$ cat config.mk
export PLATFORM = sky130hd
export DESIGN_NAME = step_dir_target_compare
export DESIGN_NICKNAME = d
export VERILOG_FILES = /design/src/core/stepgen_pkg.sv /design/src/core/step_channel_if.sv /design/src/core/step_channel.sv /design/src/core/step_dir_target_compare.sv
export SDC_FILE = /design/constraint.sdc
export NUM_CORES = 2
export LEC_CHECK = 0
export BUFFER_PORTS_ARGS = -buffer_cell sky130_fd_sc_hd__buf_2
export CAP_MARGIN = 40
export CORE_ASPECT_RATIO = 0.75
export CORE_MARGIN = 2
export CORE_UTILIZATION = 38
export DETAILED_ROUTE_END_ITERATION = 7
export GPL_ROUTABILITY_DRIVEN = 0
export PLACE_DENSITY = 0.64
export SYNTH_ARGS = -nofsm -noshare
export SYNTH_HDL_FRONTEND = slang
export SYNTH_SLANG_ARGS = --single-unit
export TNS_END_PERCENT = 1
$ cat constraint.sdc
create_clock -name SYS_CLK -period 7.6 [get_ports SYS_CLK]
set_input_delay 0 -clock SYS_CLK [delete_from_list [all_inputs] [get_ports SYS_CLK]]
set_output_delay 0 -clock SYS_CLK [all_outputs]
set_load 0.05 [all_outputs]
$ cat src/core/stepgen_pkg.sv
/*
 * constants for the three-channel step/direction generator: register
 * numbers, configuration field positions, reset values and pulse timing.
 * assumes a 50 MHz system clock and pulse lengths counted at 25 MHz.
 */
package stepgen_pkg;
    localparam int NUM_CH_MAX = 3;
    localparam int REG_ADDR_W = 6;
    localparam int REG_DATA_W = 48;
    localparam int WORD_W = 32;
    localparam int PULSE_FIELD_W = 16;
    localparam int CFG_FIELD_W = 8;

    // register numbers as printed
    localparam logic [REG_ADDR_W-1:0] REG_ACTIVE_RATE_0 = 6'h12;
    localparam logic [REG_ADDR_W-1:0] REG_POSITION_0 = 6'h15;
    localparam logic [REG_ADDR_W-1:0] REG_STEPS_REMAINING_0 = 6'h18;
    localparam logic [REG_ADDR_W-1:0] REG_POSITION_COMPARE_0 = 6'h1B;
    localparam logic [REG_ADDR_W-1:0] REG_STAGED_RATE_0 = 6'h1E;
    localparam logic [REG_ADDR_W-1:0] REG_STEP_PULSE_WIDTHS = 6'h21;
    localparam logic [REG_ADDR_W-1:0] REG_STEPGEN_CONFIG = 6'h23;

    // per-channel configuration field, channel n at bits 8n+7:8n
    localparam int CFG_DISABLE = 0;
    localparam int CFG_CONTINUOUS = 1;
    localparam int CFG_STEP_POL = 2;
    localparam int CFG_DIR_POL = 3;
    localparam int CFG_CLR_POSITION = 4;
    localparam int CFG_TOGGLE = 5;
    localparam int CFG_RELOAD_EN = 6;

    localparam logic [WORD_W-1:0] WORD_RESET = 32'h0000_0000;
    localparam logic [PULSE_FIELD_W-1:0] PULSE_RESET = 16'h0000;
    // all channels disabled after reset
    localparam logic [CFG_FIELD_W-1:0] CFG_RESET = 8'h01;

    localparam int CLK_HZ = 50_000_000;
    localparam int PULSE_TICK_HZ = 25_000_000;
    localparam int CLKS_PER_PULSE_TICK = CLK_HZ / PULSE_TICK_HZ;
    localparam int PULSE_CNT_W = PULSE_FIELD_W + 2;
endpackage

$ cat src/core/step_channel_if.sv
/*
 * carrier between the register front end and one step channel.
 * assumes one instance per channel, all on SYS_CLK.
 */
interface step_channel_if;
    import stepgen_pkg::*;
    logic [CFG_FIELD_W-1:0] cfg;
    logic [WORD_W-1:0] compare;
    logic [WORD_W-1:0] staged_rate;
    logic [PULSE_FIELD_W-1:0] pulse_width;
    logic [WORD_W-1:0] wdata;
    logic target_wr;
    logic rate_wr;
    logic [WORD_W-1:0] remaining;
    logic [WORD_W-1:0] position;
    logic step_out;
    logic step_out_inv;
    logic dir_out;
    logic dir_out_inv;

    modport front (output cfg, compare, staged_rate, pulse_width, wdata, target_wr, rate_wr,
                   input remaining, position, step_out, step_out_inv, dir_out, dir_out_inv);
    modport chan (input cfg, compare, staged_rate, pulse_width, wdata, target_wr, rate_wr,
                  output remaining, position, step_out, step_out_inv, dir_out, dir_out_inv);
endinterface

$ cat src/core/step_channel.sv
/*
 * one step/direction channel: rate accumulator, remaining-step target,
 * position counter, compare reload and pulse shaping.
 * assumes the front end drives the chan modport and SRST is synchronous.
 */
module step_channel
    import stepgen_pkg::*;
(
    input wire logic clk,
    input wire logic srst,
    step_channel_if.chan ch
);
    logic [WORD_W-1:0] acc_reg, acc_next;
    logic [WORD_W-1:0] rate_reg, rate_next;
    logic [WORD_W-1:0] target_reg, target_next;
    logic [WORD_W-1:0] pos_reg, pos_next;
    logic [PULSE_CNT_W-1:0] pulse_reg, pulse_next;
    logic toggle_reg, toggle_next;
    logic step_reg, step_next;
    logic dir_reg, dir_next;
    logic [WORD_W-1:0] mag;
    logic [WORD_W:0] sum;
    logic run, tick;

    always_comb begin
        mag = rate_reg[WORD_W-1] ? (~rate_reg + 32'h0000_0001) : rate_reg;
        sum = {1'b0, acc_reg} + {1'b0, mag};
        // a zero target halts finite mode; continuous mode ignores it
        run = !ch.cfg[CFG_DISABLE] && (ch.cfg[CFG_CONTINUOUS] || target_reg != WORD_RESET);
        tick = run && sum[WORD_W];
        acc_next = run ? sum[WORD_W-1:0] : acc_reg;

        target_next = target_reg;
        if (ch.target_wr) begin
            target_next = ch.wdata;
        end else if (tick && !ch.cfg[CFG_CONTINUOUS]) begin
            target_next = target_reg - 32'h0000_0001;
        end

        pos_next = pos_reg;
        if (ch.cfg[CFG_CLR_POSITION]) begin
            pos_next = WORD_RESET;
        end else if (tick) begin
            pos_next = rate_reg[WORD_W-1] ? pos_reg - 32'h0000_0001 : pos_reg + 32'h0000_0001;
        end

        rate_next = rate_reg;
        // bus write wins over the reload, else software could never leave the compare point
        if (ch.rate_wr) begin
            rate_next = ch.wdata;
        end else if (ch.cfg[CFG_RELOAD_EN] && $signed(pos_reg) == $signed(ch.compare)) begin
            rate_next = ch.staged_rate;
        end

        pulse_next = pulse_reg;
        toggle_next = toggle_reg;
        if (tick) begin
            // width in 25 MHz ticks, two system clocks each
            pulse_next = PULSE_CNT_W'({2'b00, ch.pulse_width} * CLKS_PER_PULSE_TICK);
            toggle_next = !toggle_reg;
        end else if (pulse_reg != '0) begin
            pulse_next = pulse_reg - 1'b1;
        end
        step_next = (ch.cfg[CFG_TOGGLE] ? toggle_next : (pulse_next != '0)) ^ ch.cfg[CFG_STEP_POL];
        dir_next = rate_reg[WORD_W-1] ^ ch.cfg[CFG_DIR_POL];
    end

    always_ff @(posedge clk) begin
        if (srst) begin
            acc_reg <= WORD_RESET;
            rate_reg <= WORD_RESET;
            target_reg <= WORD_RESET;
            pos_reg <= WORD_RESET;
            pulse_reg <= '0;
            toggle_reg <= 1'b0;
            step_reg <= 1'b0;
            dir_reg <= 1'b0;
        end else begin
            acc_reg <= acc_next;
            rate_reg <= rate_next;
            target_reg <= target_next;
            pos_reg <= pos_next;
            pulse_reg <= pulse_next;
            toggle_reg <= toggle_next;
            step_reg <= step_next;
            dir_reg <= dir_next;
        end
    end

    assign ch.remaining = target_reg;
    assign ch.position = pos_reg;
    assign ch.step_out = step_reg;
    assign ch.step_out_inv = !step_reg;
    assign ch.dir_out = dir_reg;
    assign ch.dir_out_inv = !dir_reg;
endmodule

$ cat src/core/step_dir_target_compare.sv
/*
 * three-channel step/direction generator with its register front end:
 * step targets, position compare, staged rates and step pulse widths.
 * assumes a register-number port shared by fieldbus and host side access,
 * one access per cycle, and the 50 MHz SYS_CLK with synchronous SRST.
 */
module step_dir_target_compare
    import stepgen_pkg::*;
#(
    parameter int NUM_CH = NUM_CH_MAX
)
(
    input wire logic SYS_CLK,
    input wire logic SRST,
    input wire logic REG_WR,
    input wire logic REG_RD,
    input wire logic [REG_ADDR_W-1:0] REG_ADDR,
    input wire logic [REG_DATA_W-1:0] REG_WDATA,
    output logic [REG_DATA_W-1:0] REG_RDATA,
    output logic [NUM_CH-1:0] STEP_OUT,
    output logic [NUM_CH-1:0] STEP_OUT_INV,
    output logic [NUM_CH-1:0] DIR_OUT,
    output logic [NUM_CH-1:0] DIR_OUT_INV
);
    if (NUM_CH < 1 || NUM_CH > NUM_CH_MAX) begin : g_bad_num_ch
        $error("NUM_CH must be 1 to 3");
    end

    logic [NUM_CH_MAX*CFG_FIELD_W-1:0] cfg_reg, cfg_next;
    logic [REG_DATA_W-1:0] widths_reg, widths_next;
    logic [WORD_W-1:0] compare_reg [NUM_CH];
    logic [WORD_W-1:0] compare_next [NUM_CH];
    logic [WORD_W-1:0] staged_reg [NUM_CH];
    logic [WORD_W-1:0] staged_next [NUM_CH];
    logic [REG_DATA_W-1:0] rdata_reg, rdata_next;
    logic [WORD_W-1:0] remaining [NUM_CH];
    logic [WORD_W-1:0] position [NUM_CH];
    logic [NUM_CH-1:0] target_wr, rate_wr;
    logic [NUM_CH-1:0] step_w, step_inv_w, dir_w, dir_inv_w;

    step_channel_if ch_if[NUM_CH]();

    for (genvar i = 0; i < NUM_CH; i++) begin : g_ch
        localparam logic [REG_ADDR_W-1:0] IDX = REG_ADDR_W'(i);
        assign target_wr[i] = REG_WR && REG_ADDR == REG_STEPS_REMAINING_0 + IDX;
        assign rate_wr[i] = REG_WR && REG_ADDR == REG_ACTIVE_RATE_0 + IDX;
        assign ch_if[i].cfg = cfg_reg[i*CFG_FIELD_W +: CFG_FIELD_W];
        assign ch_if[i].compare = compare_reg[i];
        assign ch_if[i].staged_rate = staged_reg[i];
        // each channel owns its 16-bit slice of the shared width register
        assign ch_if[i].pulse_width = widths_reg[i*PULSE_FIELD_W +: PULSE_FIELD_W];
        assign ch_if[i].wdata = REG_WDATA[WORD_W-1:0];
        assign ch_if[i].target_wr = target_wr[i];
        assign ch_if[i].rate_wr = rate_wr[i];
        assign remaining[i] = ch_if[i].remaining;
        assign position[i] = ch_if[i].position;
        assign step_w[i] = ch_if[i].step_out;
        assign step_inv_w[i] = ch_if[i].step_out_inv;
        assign dir_w[i] = ch_if[i].dir_out;
        assign dir_inv_w[i] = ch_if[i].dir_out_inv;

        step_channel u_chan (
            .clk(SYS_CLK),
            .srst(SRST),
            .ch(ch_if[i])
        );
    end

    always_comb begin
        cfg_next = cfg_reg;
        widths_next = widths_reg;
        for (int i = 0; i < NUM_CH; i++) begin
            compare_next[i] = compare_reg[i];
            staged_next[i] = staged_reg[i];
            if (REG_WR && REG_ADDR == REG_POSITION_COMPARE_0 + REG_ADDR_W'(i)) begin
                compare_next[i] = REG_WDATA[WORD_W-1:0];
            end
            if (REG_WR && REG_ADDR == REG_STAGED_RATE_0 + REG_ADDR_W'(i)) begin
                staged_next[i] = REG_WDATA[WORD_W-1:0];
            end
        end
        if (REG_WR && REG_ADDR == REG_STEP_PULSE_WIDTHS) begin
            widths_next = REG_WDATA;
        end
        if (REG_WR && REG_ADDR == REG_STEPGEN_CONFIG) begin
            cfg_next = REG_WDATA[NUM_CH_MAX*CFG_FIELD_W-1:0];
        end

        // only targets and positions read back; write-only and unmapped read zero
        rdata_next = rdata_reg;
        if (REG_RD) begin
            rdata_next = '0;
            for (int i = 0; i < NUM_CH; i++) begin
                if (REG_ADDR == REG_STEPS_REMAINING_0 + REG_ADDR_W'(i)) begin
                    rdata_next = {16'h0000, remaining[i]};
                end
                if (REG_ADDR == REG_POSITION_0 + REG_ADDR_W'(i)) begin
                    rdata_next = {16'h0000, position[i]};
                end
            end
        end
    end

    always_ff @(posedge SYS_CLK) begin
        if (SRST) begin
            cfg_reg <= {NUM_CH_MAX{CFG_RESET}};
            widths_reg <= {NUM_CH_MAX{PULSE_RESET}};
            for (int i = 0; i < NUM_CH; i++) begin
                compare_reg[i] <= WORD_RESET;
                staged_reg[i] <= WORD_RESET;
            end
            rdata_reg <= '0;
        end else begin
            cfg_reg <= cfg_next;
            widths_reg <= widths_next;
            for (int i = 0; i < NUM_CH; i++) begin
                compare_reg[i] <= compare_next[i];
                staged_reg[i] <= staged_next[i];
            end
            rdata_reg <= rdata_next;
        end
    end

    assign REG_RDATA = rdata_reg;
    // STEP_OUT and DIR_OUT come straight from the channel flip-flops, STEP_OUT_INV and DIR_OUT_INV through an inverter
    assign STEP_OUT = step_w;
    assign STEP_OUT_INV = step_inv_w;
    assign DIR_OUT = dir_w;
    assign DIR_OUT_INV = dir_inv_w;
endmodule

==> results.txt <==
status = finished, violations left
Via Count = 40081
post-synthesis cell type count = 94
GRT Util Overall = 23.78%
Detail Route Antenna Nets = 0
number of global-route vias before repair = 35997
initial antenna violation count = 6
DR WL/cell = 20.16 um
relative slew slack = 33.24%
Area contributors post-synth = dfxtp_1, nand2_1, a21oi_1, xnor2_1, ha_1
cts bufs inserted = 81
fraction of layout cells with a size suffix above 1 = 7.097%
Synth Area in Simple Gates = 21.95%
clk buf depth = 3
Tmin final = 6.055 ns
worst hold slack = 0.2435 ns
Hold Fails Final Rpt = 0
EDFF count, synth = 0
Worst-Skew Late Latency = 0.70 ns
Tightest Pin Transition = 1.001 ns
synthesis-to-finish area growth = 12.06%
largest net degree at the start of global routing = 187
first-pass GRT wire length = 216500 um
via density per instance = 5.727
Main synth FF type = dfxtp_1
main combinational cell family by area after synthesis = simple AND/OR/NAND/NOR gates
die area = 0.1157 sq mm
die span in y = 295.1 um
fmax = 165.2 MHz
Synth area leader = dfxtp_1
Synth Area in Adders = 5.992%
Resize count post-CTS = 0
max-slew violations = 0
Seq cells post-synth = 740
Final nets = 5675
Mapped Area = 0.04293 sq mm
Crit path arrival time = 6.65 ns
max cap viols = 0
Final period util = 79.67%
Num Clock Sinks = 740
post-synthesis xor/xnor area fraction = 8.827%
Synth Area in Compound Gates = 21.81%
CP Buf/Inv Count = 0
# setup viols final = 0
CTS tree = built
critical path capture point type = register
critical path type = register to register
post-synth top area share = 34.50%
CP max FO = 12
Detailed Route WL = 141100 um
Ys Warns = 0
DRT iter0 DRCs = 4875
CP max stage cell = a31oi_1
Async SR Flop Fraction = 0%
dpl hpwl = 94740 um
CP max stage delay = 0.77 ns
root buffer cell = clkbuf_16
Chip Width = 392.1 um
leakage = 18.70 nW
total grt overflow = 0
failing checks = design-rule violations
CP startpoint kind = register
Req. time, crit path = 8.19 ns
initial cell density of the core = 38.40%
commonest cells in the netlist = nand2_1, dfxtp_1, a21oi_1
drt first pass iters = 8
Top Ports = 118
Sum Neg Setup Slack = 0 ns
port bufs = 101
Core Region = 0.1118 sq mm
row cnt = 106
crit-path cells = or4_1 > nor4_1 > nand3_1 > o41ai_1 > xnor2_1 > ha_1 > nand2_1 > o21ai_0 > nor4_1 > o31ai_1 > o21ai_0 > a31oi_1 > o2111ai_2 > or4b_2 > a31oi_1
part of the Yosys area used for sequential elements = 34.50%
multiplexer share of the synthesized area = 2.463%
Worst-path clk slew = 0.06 ns
most frequent cell after synthesis = nand2_1
pwr/cell area = 210.6 mW/mm^2
Post-Syn Instances = 5450
Max H-tree Level = 3
delay-heaviest family, CP = compound AO/OA/AOI/OAI gates
Setup Skew = 0.04504 ns
worst min path class = input pin to register
RSZ-0062 raised after global routing = false
Worst VDD drop = 0.1641 mV
DRC = 1
Post-Place Setup Slack = 1.681 ns
final worst slack = 1.545 ns
Avg Inst Size Synth = 7.878 sq um
==> final timing paths <==
kind              slack [ns]                       start  cells after the start                               to
setup / recovery        1.55  g_ch[0].u_chan.rate_reg[6]                     15   g_ch[0].u_chan.ch.remaining[4]
hold / removal          0.24                 REG_ADDR[5]                      5  g_ch[0].u_chan.ch.remaining[31]
setup reg to reg        1.55  g_ch[0].u_chan.rate_reg[6]                     15   g_ch[0].u_chan.ch.remaining[4]
hold reg to reg         0.45           staged_reg[0][50]                      2                staged_reg[0][50]
==> per-layer routing <==
| metal | track usage, % | wire length (um) | vias to the layer above |
|---|---|---|---|
| li1 | - | - | 19425 |
| met1 | 35.76 | 66380 | 18933 |
| met2 | 33.62 | 56800 | 1481 |
| met3 | 5.163 | 14010 | 242 |
| met4 | 6.567 | 3901 | 0 |
| met5 | 0 | 0 | - |
==> cell usage in the layout, fill, tap and decap left out, drive strengths merged, types with 44 or more instances in the layout <==
cell type / count
dfxtp: 740
clkbuf: 115
buf: 162
a211oi: 241
a21o: 94
or4: 46
nand3: 82
nor4: 79
mux2i: 103
nor3: 109
xor2: 132
a222oi: 50
o31ai: 47
dlygate4sd3: 74
nand4: 44
inv: 77
ha: 196
nor2: 478
a311oi: 54
o21ai: 166
nand2: 972
xnor2: 299
a21oi: 588
or3: 50
==> through the flow <==
stage                     cell area (sq um)  total power (W)  instances  util, %
after global placement                44290         0.005898       6754    39.61
after global routing                  48100          0.01052       6993    43.02
after floorplan                       42990         0.005520       5465        -
final                                 48110          0.01013       6999    43.03
after detailed placement              44550         0.005936       6770    39.85
after CTS                             48100          0.01015       6993    43.02
==> report_power, final <==
part / leakage [nW] / switching, W / internal [W]
combinational: 11.4 / 0.00107 / 0.000655
clock: 1.37 / 0.00175 / 0.00245
sequential: 5.98 / 0.000178 / 0.00402
total: 18.7 / 0.00301 / 0.00713
==> cell families after synthesis <==
kind of cell / after synthesis
other: 1
XOR/XNOR: 431
adder cells (fa/ha/maj): 202
buffers and inverters: 445
AO/OA/AOI/OAI: 1456
multiplexers: 105
AND/OR/NAND/NOR: 2070
flip-flops: 740
==> final cells by class <==
| type | instances | area (sq um) |
|---|---|---|
| multi-input cells | 4280 | 26400 |
| diodes | 6 | 15.01 |
| inverters | 75 | 281.5 |
| well taps | 1512 | 1892 |
| flip-flops and latches | 740 | 14820 |
| clock inverters | 34 | 442.9 |
| fillers | 11123 | 63690 |
| clock buffers | 115 | 2359 |
| repair buffers | 237 | 1903 |
==> worst reg2reg max path: cells and delay by family, from the launching register on <==
family / cells / cell delay (ns)
AO/OA/AOI/OAI: 7 / 2.82
flip-flops: 1 / 0.35
XOR/XNOR: 1 / 0.13
adder cells (fa/ha/maj): 1 / 0.42
AND/OR/NAND/NOR: 6 / 2.23
==> timing repair <==
item                      CTS  global route
hold endpoints to repair  445             0
hold buffers               74             0
buffers inserted            0             0
No activity file was read; power rests on OpenSTA's default activity.
